$ cat src/hdl/mbpm_pkg.sv
// Constants and bundles shared by the memory bus pin multiplexer
package mbpm_pkg;
  localparam int ADDR_W = 12;
  // Offsets are register indices; the byte address is four times the index
  localparam logic [31:0] IDX_MGMT_FUNC = 32'hfffff04c;
  localparam logic [31:0] IDX_DRAM_FUNC = 32'hfffff04e;
  localparam logic [31:0] IDX_DMA_FUNC = 32'hfffff052;
  localparam logic [31:0] IDX_MGMT_DIR = 32'hfffff02c;
  localparam logic [ADDR_W-1:0] A_MGMT_FUNC = ADDR_W'(IDX_MGMT_FUNC * 32'h4);
  localparam logic [ADDR_W-1:0] A_DRAM_FUNC = ADDR_W'(IDX_DRAM_FUNC * 32'h4);
  localparam logic [ADDR_W-1:0] A_DMA_FUNC = ADDR_W'(IDX_DMA_FUNC * 32'h4);
  localparam logic [ADDR_W-1:0] A_MGMT_DIR = ADDR_W'(IDX_MGMT_DIR * 32'h4);
  localparam logic [ADDR_W-1:0] A_STROBE_SEL = 12'h200;
  localparam logic [ADDR_W-1:0] A_DRAM_DIR = 12'h204;
  localparam logic [ADDR_W-1:0] A_DMA_DIR = 12'h208;
  localparam logic [ADDR_W-1:0] A_MGMT_DATA = 12'h20c;
  localparam logic [ADDR_W-1:0] A_DRAM_DATA = 12'h210;
  localparam logic [ADDR_W-1:0] A_DMA_DATA = 12'h214;
  // Implemented bits per register
  localparam logic [7:0] M_MGMT = 8'h1f;
  localparam logic [7:0] M_DRAM = 8'h0f;
  localparam logic [7:0] M_STROBE = 8'h0c;
  localparam logic [7:0] M_DMA = 8'h03;
  // Reset values
  localparam logic [7:0] RST_MGMT_FUNC = 8'h1f;
  localparam logic [7:0] RST_DRAM_FUNC = 8'h0f;
  localparam logic [7:0] RST_STROBE = 8'h00;
  localparam logic [7:0] RST_DMA_FUNC = 8'h00;
  localparam logic [7:0] RST_DIR = 8'hff;
  localparam logic [7:0] RST_DATA = 8'h00;
  // Pin positions
  localparam int P_WAIT = 0;
  localparam int P_SYSCLK = 1;
  localparam int P_HOLD_ACK = 2;
  localparam int P_HOLD_REQ = 3;
  localparam int P_REFRESH = 4;
  localparam int P_CKE = 0;
  localparam int P_MCLK = 1;
  localparam int P_LOW = 2;
  localparam int P_UP = 3;

  typedef struct packed {
    logic [4:0] mgmt;
    logic [3:0] dram;
    logic [1:0] dma;
  } mbpm_pins_t;

  typedef struct packed {
    logic refresh_req;
    logic hold_ack;
    logic sys_clk;
    logic upper_be;
    logic lower_be;
    logic row_strobe;
    logic col_strobe;
    logic mem_clk;
    logic mem_cke;
    logic [1:0] dma_ack;
  } mbpm_ctl_t;
endpackage

$ cat src/hdl/mbpm_top.sv
// Pin multiplexer for the memory control, DRAM and DMA acknowledge ports
//
// Notes on behaviour
// - Management bit 4 selects port I/O or refresh request output on pin 4.
// - Management bit 2 selects port I/O or hold acknowledge output on pin 2.
// - Management bit 1 selects port I/O or system clock output on pin 1.
// - Management bit 0 selects port I/O or wait input on pin 0.
// - Management select is byte or bit accessible, resets to 1fh.
// - DRAM port has four pins, each direction set alone in port mode.
// - DRAM bit 3 selects port I/O or upper byte enable / row strobe.
// - DRAM bit 2 selects port I/O or lower byte enable / column strobe.
// - DRAM bit 1 selects port I/O or memory clock output.
// - DRAM bit 0 selects port I/O or memory clock enable output.
// - DRAM select resets to 0fh, pins 3 and 2 as byte enables.
// - Strobe select bit 3 picks upper byte enable or row strobe.
// - Strobe select bit 2 picks lower byte enable or column strobe.
// - Strobe select bits 7..4, 1, 0 read zero, writes of one ignored.
// - In port mode the strobe select bit has no effect on the pin.
// - DMA port has two pins, outputs the two acknowledges in control mode.
// - DMA select bit picks port I/O or acknowledge, resets to 00h.
// - Direction 0 enables the output buffer, 1 makes the pin an input.
`timescale 1ns/10ps
module mbpm_top
  import mbpm_pkg::*;
(
  input wire logic clk,
  input wire logic reset_n,
  input wire logic [mbpm_pkg::ADDR_W-1:0] address,
  input wire logic read,
  input wire logic write,
  input wire logic [31:0] writedata,
  input wire logic [3:0] byteenable,
  output logic [31:0] readdata,
  output logic waitrequest,
  input wire mbpm_pkg::mbpm_ctl_t ctl_i,
  output logic wait_to_ctl,
  output logic hold_req_to_ctl,
  input wire mbpm_pkg::mbpm_pins_t pins_i,
  output mbpm_pkg::mbpm_pins_t pins_o,
  output mbpm_pkg::mbpm_pins_t pins_oe_n
);
  import mbpm_pkg::*;

  // ------------------------------------------------------------
  // Helpers
  // ------------------------------------------------------------
  function automatic logic [7:0] merge(input logic [7:0] old, input logic [7:0] wd,
                                       input logic [7:0] mask);
    merge = (wd & mask) | (old & ~mask);
  endfunction

  // Port mode output and enable: data latch gated by direction bit
  function automatic logic [1:0] port_pin(input logic func, input logic ctl_val,
                                          input logic is_in, input logic dat,
                                          input logic dir);
    if (func)
      port_pin = {ctl_val, is_in};
    else
      port_pin = {dat, dir};
  endfunction

  // ------------------------------------------------------------
  // Register state
  // ------------------------------------------------------------
  logic [7:0] mgmt_func_r, mgmt_func_nxt;
  logic [7:0] dram_func_r, dram_func_nxt;
  logic [7:0] strobe_r, strobe_nxt;
  logic [7:0] dma_func_r, dma_func_nxt;
  logic [7:0] mgmt_dir_r, mgmt_dir_nxt;
  logic [7:0] dram_dir_r, dram_dir_nxt;
  logic [7:0] dma_dir_r, dma_dir_nxt;
  logic [7:0] mgmt_dat_r, mgmt_dat_nxt;
  logic [7:0] dram_dat_r, dram_dat_nxt;
  logic [7:0] dma_dat_r, dma_dat_nxt;
  logic wait_r, wait_nxt;
  logic [31:0] rdata_r, rdata_nxt;
  logic wr_take;
  mbpm_pins_t sync1_r, sync2_r;

  // ------------------------------------------------------------
  // Bus slave
  // ------------------------------------------------------------
  // One wait cycle: request seen, answer on the next cycle
  assign wr_take = write && !wait_r && byteenable[0];

  always_comb
  begin
    wait_nxt = !((read || write) && wait_r);
    rdata_nxt = rdata_r;
    if (read && wait_r)
    begin
      case (address)
        A_MGMT_FUNC: rdata_nxt = {24'h0, mgmt_func_r & M_MGMT};
        A_DRAM_FUNC: rdata_nxt = {24'h0, dram_func_r & M_DRAM};
        A_STROBE_SEL: rdata_nxt = {24'h0, strobe_r & M_STROBE};
        A_DMA_FUNC: rdata_nxt = {24'h0, dma_func_r & M_DMA};
        A_MGMT_DIR: rdata_nxt = {24'h0, mgmt_dir_r & M_MGMT};
        A_DRAM_DIR: rdata_nxt = {24'h0, dram_dir_r & M_DRAM};
        A_DMA_DIR: rdata_nxt = {24'h0, dma_dir_r & M_DMA};
        // Data addresses read the synchronised pin level
        A_MGMT_DATA: rdata_nxt = {27'h0, sync2_r.mgmt};
        A_DRAM_DATA: rdata_nxt = {28'h0, sync2_r.dram};
        A_DMA_DATA: rdata_nxt = {30'h0, sync2_r.dma};
        default: rdata_nxt = 32'h0;
      endcase
    end
  end

  always_comb
  begin
    mgmt_func_nxt = mgmt_func_r;
    dram_func_nxt = dram_func_r;
    strobe_nxt = strobe_r;
    dma_func_nxt = dma_func_r;
    mgmt_dir_nxt = mgmt_dir_r;
    dram_dir_nxt = dram_dir_r;
    dma_dir_nxt = dma_dir_r;
    mgmt_dat_nxt = mgmt_dat_r;
    dram_dat_nxt = dram_dat_r;
    dma_dat_nxt = dma_dat_r;
    if (wr_take)
    begin
      case (address)
        A_MGMT_FUNC: mgmt_func_nxt = merge(mgmt_func_r, writedata[7:0], M_MGMT);
        A_DRAM_FUNC: dram_func_nxt = merge(dram_func_r, writedata[7:0], M_DRAM);
        A_STROBE_SEL: strobe_nxt = merge(strobe_r, writedata[7:0], M_STROBE);
        A_DMA_FUNC: dma_func_nxt = merge(dma_func_r, writedata[7:0], M_DMA);
        A_MGMT_DIR: mgmt_dir_nxt = merge(mgmt_dir_r, writedata[7:0], M_MGMT);
        A_DRAM_DIR: dram_dir_nxt = merge(dram_dir_r, writedata[7:0], M_DRAM);
        A_DMA_DIR: dma_dir_nxt = merge(dma_dir_r, writedata[7:0], M_DMA);
        A_MGMT_DATA: mgmt_dat_nxt = merge(mgmt_dat_r, writedata[7:0], M_MGMT);
        A_DRAM_DATA: dram_dat_nxt = merge(dram_dat_r, writedata[7:0], M_DRAM);
        A_DMA_DATA: dma_dat_nxt = merge(dma_dat_r, writedata[7:0], M_DMA);
        default: mgmt_func_nxt = mgmt_func_r;
      endcase
    end
  end

  always_ff @(posedge clk or negedge reset_n)
  begin
    if (!reset_n)
    begin
      mgmt_func_r <= RST_MGMT_FUNC;
      dram_func_r <= RST_DRAM_FUNC;
      strobe_r <= RST_STROBE;
      dma_func_r <= RST_DMA_FUNC;
      mgmt_dir_r <= RST_DIR & M_MGMT;
      dram_dir_r <= RST_DIR & M_DRAM;
      dma_dir_r <= RST_DIR & M_DMA;
      mgmt_dat_r <= RST_DATA;
      dram_dat_r <= RST_DATA;
      dma_dat_r <= RST_DATA;
      wait_r <= 1'b1;
      rdata_r <= 32'h0;
    end
    else
    begin
      mgmt_func_r <= mgmt_func_nxt;
      dram_func_r <= dram_func_nxt;
      strobe_r <= strobe_nxt;
      dma_func_r <= dma_func_nxt;
      mgmt_dir_r <= mgmt_dir_nxt;
      dram_dir_r <= dram_dir_nxt;
      dma_dir_r <= dma_dir_nxt;
      mgmt_dat_r <= mgmt_dat_nxt;
      dram_dat_r <= dram_dat_nxt;
      dma_dat_r <= dma_dat_nxt;
      wait_r <= wait_nxt;
      rdata_r <= rdata_nxt;
    end
  end

  assign waitrequest = wait_r;
  assign readdata = rdata_r;

  // ------------------------------------------------------------
  // Pin multiplexing
  // ------------------------------------------------------------
  mbpm_pins_t po_r, po_nxt, poe_r, poe_nxt;
  logic wait_ctl_r, wait_ctl_nxt, hreq_ctl_r, hreq_ctl_nxt;
  logic [1:0] up_sel, low_sel;

  always_comb
  begin
    // Strobe select only matters once the pin is in control mode
    up_sel = strobe_r[P_UP] ? {ctl_i.row_strobe, 1'b0} : {ctl_i.upper_be, 1'b0};
    low_sel = strobe_r[P_LOW] ? {ctl_i.col_strobe, 1'b0} : {ctl_i.lower_be, 1'b0};
    {po_nxt.mgmt[P_WAIT], poe_nxt.mgmt[P_WAIT]} = port_pin(mgmt_func_r[P_WAIT], 1'b0, 1'b1,
      mgmt_dat_r[P_WAIT], mgmt_dir_r[P_WAIT]);
    {po_nxt.mgmt[P_SYSCLK], poe_nxt.mgmt[P_SYSCLK]} = port_pin(mgmt_func_r[P_SYSCLK],
      ctl_i.sys_clk, 1'b0, mgmt_dat_r[P_SYSCLK], mgmt_dir_r[P_SYSCLK]);
    {po_nxt.mgmt[P_HOLD_ACK], poe_nxt.mgmt[P_HOLD_ACK]} = port_pin(mgmt_func_r[P_HOLD_ACK],
      ctl_i.hold_ack, 1'b0, mgmt_dat_r[P_HOLD_ACK], mgmt_dir_r[P_HOLD_ACK]);
    {po_nxt.mgmt[P_HOLD_REQ], poe_nxt.mgmt[P_HOLD_REQ]} = port_pin(mgmt_func_r[P_HOLD_REQ],
      1'b0, 1'b1, mgmt_dat_r[P_HOLD_REQ], mgmt_dir_r[P_HOLD_REQ]);
    {po_nxt.mgmt[P_REFRESH], poe_nxt.mgmt[P_REFRESH]} = port_pin(mgmt_func_r[P_REFRESH],
      ctl_i.refresh_req, 1'b0, mgmt_dat_r[P_REFRESH], mgmt_dir_r[P_REFRESH]);
    {po_nxt.dram[P_CKE], poe_nxt.dram[P_CKE]} = port_pin(dram_func_r[P_CKE],
      ctl_i.mem_cke, 1'b0, dram_dat_r[P_CKE], dram_dir_r[P_CKE]);
    {po_nxt.dram[P_MCLK], poe_nxt.dram[P_MCLK]} = port_pin(dram_func_r[P_MCLK],
      ctl_i.mem_clk, 1'b0, dram_dat_r[P_MCLK], dram_dir_r[P_MCLK]);
    {po_nxt.dram[P_LOW], poe_nxt.dram[P_LOW]} = port_pin(dram_func_r[P_LOW], low_sel[1],
      low_sel[0], dram_dat_r[P_LOW], dram_dir_r[P_LOW]);
    {po_nxt.dram[P_UP], poe_nxt.dram[P_UP]} = port_pin(dram_func_r[P_UP], up_sel[1],
      up_sel[0], dram_dat_r[P_UP], dram_dir_r[P_UP]);
    for (int i = 0; i < 2; i++)
    begin
      {po_nxt.dma[i], poe_nxt.dma[i]} = port_pin(dma_func_r[i], ctl_i.dma_ack[i], 1'b0,
        dma_dat_r[i], dma_dir_r[i]);
    end
    // Inputs to the controller rest low while their pin is in port mode
    wait_ctl_nxt = mgmt_func_r[P_WAIT] & sync2_r.mgmt[P_WAIT];
    hreq_ctl_nxt = mgmt_func_r[P_HOLD_REQ] & sync2_r.mgmt[P_HOLD_REQ];
  end

  always_ff @(posedge clk or negedge reset_n)
  begin
    if (!reset_n)
    begin
      sync1_r <= '0;
      sync2_r <= '0;
      po_r <= '0;
      // Drivers stay off until the first clocked update
      poe_r <= '1;
      wait_ctl_r <= 1'b0;
      hreq_ctl_r <= 1'b0;
    end
    else
    begin
      sync1_r <= pins_i;
      sync2_r <= sync1_r;
      po_r <= po_nxt;
      poe_r <= poe_nxt;
      wait_ctl_r <= wait_ctl_nxt;
      hreq_ctl_r <= hreq_ctl_nxt;
    end
  end

  assign pins_o = po_r;
  assign pins_oe_n = poe_r;
  assign wait_to_ctl = wait_ctl_r;
  assign hold_req_to_ctl = hreq_ctl_r;
endmodule

$ cat config.mk
export PLATFORM = sky130hd
export DESIGN_NAME = mbpm_top
export DESIGN_NICKNAME = d
export VERILOG_FILES = /design/src/hdl/mbpm_pkg.sv /design/src/hdl/mbpm_top.sv
export SDC_FILE = /design/constraint.sdc
export NUM_CORES = 1
export LEC_CHECK = 0
export ABC_CLOCK_PERIOD_IN_PS = 2050
export BUFFER_PORTS_ARGS = -buffer_cell sky130_fd_sc_hd__buf_2
export CAP_MARGIN = 0
export CORE_AREA = 2 2 104 86
export CTS_CLUSTER_SIZE = 14
export DETAILED_ROUTE_END_ITERATION = 7
export DIE_AREA = 0 0 106 88
export GPL_TIMING_DRIVEN = 0
export PLACE_DENSITY = 0.72
export REMOVE_ABC_BUFFERS = 1
export SYNTH_ARGS = -nofsm -noshare
export SYNTH_HDL_FRONTEND = slang
export SYNTH_SLANG_ARGS = --single-unit
$ cat constraint.sdc
create_clock -name clk -period 2.05 [get_ports clk]
set_input_delay 0.205 -clock clk [delete_from_list [all_inputs] [get_ports clk]]
set_output_delay 0.205 -clock clk [all_outputs]
set_load 0.01 [all_outputs]
==> flow_summary.json, run 1 <==
{
  "path_cells": "buf_2 -> or4b_4 -> or4_1 -> nor3_4 -> mux2_2",
  "fin_skew_ns": 0.00885,
  "port_buffers": 73,
  "ys_seq_area_share_pct": 60.9,
  "drv_slew": 0,
  "clockRootBuffer": "clkbuf_8",
  "async_flop_share_pct": 100,
  "fin_crit_ns": 1.98,
  "cp-start-kind": "input port",
  "drive_above_1_share_pct": 47.0,
  "slowest_delay_ns": 0.58,
  "synth_cell_type_count": 40,
  "fmax_mhz": 506,
  "grt_pass1_wl_um": 12000,
  "hp-class": "in -> reg",
  "status": "completed",
  "comb_power_share_pct": 7.2,
  "syn_area_per_cell_um2": 13.2,
  "numCtsBuffers": 9,
  "start_util_pct": 43.9,
  "die_area_um2": 9330,
  "final_area_um2": 4420,
  "path_class": "in -> reg",
  "clk_pin_slew_ns": 0.09,
  "cp.required_ns": 2.29,
  "syn-cell-area_um2": 3640,
  "place_ws_ns": -0.402,
  "drtPass1Iterations": 4,
  "p_leak_uw": 0.00210,
  "track_usage_pct": 17.3,
  "hold_violations": 0,
  "rows": 30,
  "wirelength_um": 7480,
  "cts_tree": "built",
  "p_sw_share_pct": 22.1,
  "fp.coreArea_um2": 8300,
  "antenna_found_initial": 0,
  "clk_path_buf_depth": 2,
  "synth_flop_cell": "dfrtp_1",
  "p_sw_uw": 760,
  "setup_slack_ns": 0.0740,
  "drt_iter0_drc": 214,
  "grt_overflow": 0,
  "fin_nets": 441,
  "cp_max_fo": 6,
  "syn_to_final_growth_pct": 21.3,
  "dp_cells": 455,
  "rsz0062_at_grt": "no",
  "dr_total_vias": 2409,
  "stdcell_count": 484,
  "ys_seq_elements": 87,
  "gp_congestion": 0.945,
  "grt_max_degree": 74,
  "dp_hpwl_um": 5350,
  "setup_viol": 0,
  "max-slew-margin-rel_pct": 52.5,
  "ioPinCount": 131,
  "insertion_delay_ns": 0.36,
  "crit_family": "simple AND/OR/NAND/NOR gates",
  "vias_per_cell": 4.98,
  "intPower_uw": 2670,
  "clock_power_share_pct": 40.9,
  "critPathSlowestCell": "or4_1",
  "ys_warn_count": 0,
  "die_width_um": 106,
  "synthCells": 275,
  "synth-edff-count": 0,
  "fin_crit_sh_pct": 96.4,
  "die_y_um": 88,
  "cts_setup_buffers": 0,
  "worst-path-buf-inv": 1,
  "drtAntennaViolNets": 0,
  "cp-end-kind": "register",
  "p_per_area_nw_per_um2": 777,
  "placed_area_um2": 4050,
  "crit_arrival_ns": 2.22,
  "wl_per_cell_um": 15.4,
  "max-vdd-ir-drop_mv": 0.359,
  "cts.sinks": 87,
  "drc": 0,
  "htree_levels": 3,
  "grt_pass1_vias": 2335,
  "diodes": 0,
  "maxCapViolCount": 0,
  "p_seq_share_pct": 51.9,
  "fin_util_pct": 53.3,
  "worst_pin_slew_ns": 0.702
}
cells in the final DEF (no fill, tap or decap), types with 3 or more instances in the layout:
cell type / n
a32oi_1: 3
conb_1: 27
dfrtp_1: 55
and2_1: 3
nand2_1: 11
mux2_2: 47
a31oi_1: 4
bufinv_16: 3
a21oi_1: 9
nand4b_1: 3
buf_2: 72
o21ai_0: 3
or2_2: 3
nor2b_1: 14
nor2_1: 21
dfstp_2: 32
clkbuf_8: 9
nor4b_1: 3
dlygate4sd3_1: 13
worst reg2reg max path: cells and delay by family, from the launching register on:
family | cells | cell delay [ns]
multiplexers | 1 | 0.41
AND/OR/NAND/NOR | 2 | 0.92
flip-flops | 1 | 0.40
power by group through the flow:
stage	registers (µW)	clock network [µW]	logic (µW)
6_report	1780	1400	248
5_1_grt	1790	1520	277
4_1_cts	1780	1430	251
3_5_place_dp	1810	0	231
3_3_place_gp	1810	0	220
2_1_floorplan	1820	0	78.6
synthesized netlist by cell type, types with 3 or more instances:
library cell / count / area share (%)
nor2b_1: 14 / 2.4
nor4b_1: 3 / 0.72
mux2_2: 47 / 15
nand4b_1: 3 / 0.72
a32oi_1: 3 / 0.72
dfrtp_1: 55 / 38
dfstp_2: 32 / 23
a21oi_1: 9 / 1.2
or2_2: 3 / 0.52
and2_1: 3 / 0.52
o21ai_0: 3 / 0.41
buf_4: 29 / 6.0
a31oi_1: 4 / 0.69
nor2_1: 21 / 2.2
nand2_1: 11 / 1.1
what timing repair did:
action,4_1_cts,5_1_grt
endpoints found under the setup margin,5,1
hold endpoints to repair,26,0
gates resized for setup,1,0
pin swaps,0,1
hold buffers,13,0
through the flow:
| stage | total power, µW | hold WS, ns | TNS (ns) |
|---|---|---|---|
| 3_5_place_dp | 2050 | 0.0766 | -5.33 |
| 5_1_grt | 3590 | 0.0156 | 0 |
| 3_3_place_gp | 2030 | 0.314 | -4.92 |
| 6_report | 3430 | 0.0196 | 0 |
| 2_1_floorplan | 1900 | -0.0906 | 0 |
| 4_1_cts | 3460 | 0.00555 | 0 |
worst paths after layout:
| check | slack, ns | to | start | depth (start not counted) |
|---|---|---|---|---|
| worst max register to register | 0.22 | mgmt_dat_r[2]$_DFFE_PN0P_ | waitrequest$_DFF_PN1_ | 3 |
| min in group asynchronous | 0.24 | mgmt_dat_r[1]$_DFFE_PN0P_ | reset_n | 2 |
| worst min-delay path | 0.02 | waitrequest$_DFF_PN1_ | read | 2 |
| worst min register to register | 0.35 | sync2_r[1]$_DFF_PN0_ | sync1_r[1]$_DFF_PN0_ | 0 |
| max in group asynchronous | 1.18 | dram_dir_r[0]$_DFFE_PN1P_ | reset_n | 3 |
| worst max-delay path | 0.07 | dram_dat_r[1]$_DFFE_PN0P_ | address[7] | 5 |
flip-flops by register name (all words and copies together), names as in the netlist, 5 cells and up:
signal       flops
mgmt_dir_r       5
sync2_r         11
readdata         5
pins_oe_n       11
mgmt_dat_r       5
sync1_r         11
pins_o          11
mgmt_func_r      5
cell families (layout without fill, tap and decap cells):
| group | Yosys count | count (layout) | share of synthesized area [%] |
|---|---|---|---|
| flops | 87 | 87 | 60.9 |
| simple gates | 79 | 79 | 12.8 |
| mux | 49 | 49 | 15.1 |
| buf+inv | 33 | 104 | 6.46 |
| compound gates | 26 | 26 | 4.74 |
| other cells | 1 | 27 | 0.103 |
layout make-up:
cell class	count	area, µm²
clock inverter	5	106
clock buffer	11	131
fill	736	3880
inverter	1	3.75
tap	112	140
multi-input combinational	181	1290
timing repair buffer	87	526
sequential	87	2220
metal layers:
metal / track usage, % / up-vias / part of all wire [%]
met3: 5.13 / 11 / 7.2
met5: 0 / - / 0
met4: 6.34 / 0 / 1.6
li1: - / 1104 / -
met1: 23.4 / 1193 / 46
met2: 26.6 / 101 / 45
Note: power is estimated with default switching activity, not from simulation.
==> run 2, diff against run 1 <==
--- a/config.mk
+++ b/config.mk
@@ -5,15 +5,14 @@
 export SDC_FILE = /design/constraint.sdc
 export NUM_CORES = 1
 export LEC_CHECK = 0
-export ABC_CLOCK_PERIOD_IN_PS = 2050
 export BUFFER_PORTS_ARGS = -buffer_cell sky130_fd_sc_hd__buf_2
 export CAP_MARGIN = 0
-export CORE_AREA = 2 2 104 86
+export CORE_AREA = 2 2 100 83
 export CTS_CLUSTER_SIZE = 14
 export DETAILED_ROUTE_END_ITERATION = 7
-export DIE_AREA = 0 0 106 88
+export DIE_AREA = 0 0 102 85
 export GPL_TIMING_DRIVEN = 0
-export PLACE_DENSITY = 0.72
+export PLACE_DENSITY = 0.85
 export REMOVE_ABC_BUFFERS = 1
 export SYNTH_ARGS = -nofsm -noshare
 export SYNTH_HDL_FRONTEND = slang
==> run 2 against run 1 <==
First-iteration DRC count decreased by 28%. Clock skew decreased by 0.00091 ns. Final cell count decreased by 1.0%. Combinational power about the same. Maximum frequency decreased by 2.0%. Sequential share of layout area increased by 0.65 points. Largest cell class unchanged. Highest routed layer unchanged.
==> flow_summary.json, run 2 (synthesized netlist as in run 1, its figures left out) <==
{
  "status": "completed",
  "fin_nets": 440,
  "wirelength_um": 7660,
  "antenna_found_initial": 0,
  "min_from": "write",
  "drv_slew": 0,
  "stdcell_count": 479,
  "vias_per_cell": 4.94,
  "diodes": 0,
  "rsz0062_at_grt": "no",
  "dr_total_vias": 2368,
  "worst_pin_slew_ns": 0.627,
  "ioPinCount": 131,
  "drtPass1Iterations": 4,
  "fmax_mhz": 496,
  "die_width_um": 102,
  "numCtsBuffers": 9,
  "rows": 29,
  "insertion_delay_ns": 0.35,
  "gp_congestion": 0.857,
  "port_buffers": 73,
  "clockRootBuffer": "clkbuf_8",
  "path_class": "in -> reg",
  "fill_cells": 641,
  "grt_pass1_vias": 2301,
  "fin_crit_ns": 2.02,
  "maxCapViolCount": 0,
  "drive_above_1_share_pct": 47.7,
  "drt_iter0_drc": 154,
  "cts.sinks": 87,
  "timing.rr.start": "waitrequest$_DFF_PN1_",
  "hp-class": "in -> reg",
  "hold_violations": 0,
  "grt_max_degree": 46,
  "dp_hpwl_um": 5620,
  "setup_viol": 0,
  "drtAntennaViolNets": 0,
  "power_uw": 3220,
  "start_util_pct": 47.4,
  "die_y_um": 85,
  "layout_commonest_cell": "buf_2",
  "crit_arrival_ns": 2.25,
  "max-slew-margin-rel_pct": 57.6,
  "cp-start-kind": "input port",
  "drc": 0,
  "wl_per_cell_um": 16.0,
  "cp_max_fo": 7,
  "track_usage_pct": 18.9,
  "max-vdd-ir-drop_mv": 0.488,
  "fin_crit_sh_pct": 98.3,
  "p_leak_uw": 0.00208,
  "startpoint": "address[6]",
  "grt_pass1_wl_um": 12300,
  "cp.required_ns": 2.29,
  "cts_setup_buffers": 0,
  "clk_path_buf_depth": 2,
  "clk_pin_slew_ns": 0.08,
  "die_area_um2": 8670,
  "dp_cells": 451,
  "grt_overflow": 0,
  "p_per_area_nw_per_um2": 737,
  "final_cell_mix": "buf_2 (72), dfrtp_1 (55), mux2_2 (47)",
  "fin_skew_ns": 0.00794,
  "whs_ns": 0.0280,
  "htree_levels": 3,
  "fp.coreArea_um2": 7690,
  "cp-end-kind": "register",
  "syn_to_final_growth_pct": 19.7,
  "cts_tree": "built"
}
[run 2: final timing paths]
kind | cells past startpoint | slack [ns] | endpoint
worst max-delay path | 5 | 0.03 | dram_dat_r[1]$_DFFE_PN0P_
worst min register to register | 0 | 0.35 | sync2_r[10]$_DFF_PN0_
max in group asynchronous | 3 | 1.00 | waitrequest$_DFF_PN1_
worst max register to register | 3 | 0.21 | mgmt_dat_r[0]$_DFFE_PN0P_
worst min-delay path | 2 | 0.03 | waitrequest$_DFF_PN1_
min in group asynchronous | 2 | 0.38 | sync1_r[1]$_DFF_PN0_
[run 2: per-stage QoR]
stage | util, % | setup WS [ns] | cell area (µm²) | TNS [ns]
after global routing | 56.7 | 0.00654 | 4360 | 0
after detailed placement | 52.4 | -0.405 | 4030 | -6.37
after CTS | 56.6 | 0.0528 | 4360 | 0
after global placement | 52.1 | -0.388 | 4010 | -5.73
final | 56.7 | 0.0345 | 4360 | 0
after floorplan | - | 0.0413 | 3510 | 0
[run 2: critical path, stage by stage]
cell and delay [ns]:
buf_2 0.14, or4b_4 0.56, or4_1 0.58, nor3_4 0.38
mux2_2 0.38
[run 2: metal layers]
| layer | wire, µm | track usage, % | vias up |
|---|---|---|---|
| met5 | 0 | 0 | - |
| met4 | 32 | 3.27 | 0 |
| met3 | 447 | 5.77 | 4 |
| met2 | 3590 | 28.4 | 86 |
| met1 | 3580 | 27.6 | 1182 |
| li1 | - | - | 1096 |
[run 2: power by group]
part,internal [µW],total (µW),switching [µW]
registers,1760,1780,20.6
clock network,597,1190,588
logic,94.7,247,152
[run 2: area by class of cell]
cell class	instances	area, µm²	area share, %
clock inverter	5	56.3	1.29
tap	108	135	3.10
timing repair buffer	86	508	11.6
sequential	87	2220	50.8
clock buffer	11	141	3.24
inverter	1	3.75	0.0861
multi-input combinational	181	1300	29.8
[run 2: timing repair]
| action | CTS | global route |
|---|---|---|
| hold buffers | 12 | 0 |
| setup endpoints to repair | 5 | 10 |
| resized for setup | 1 | 1 |
| endpoints found under the hold margin | 38 | 0 |
| gates cloned | 0 | 0 |
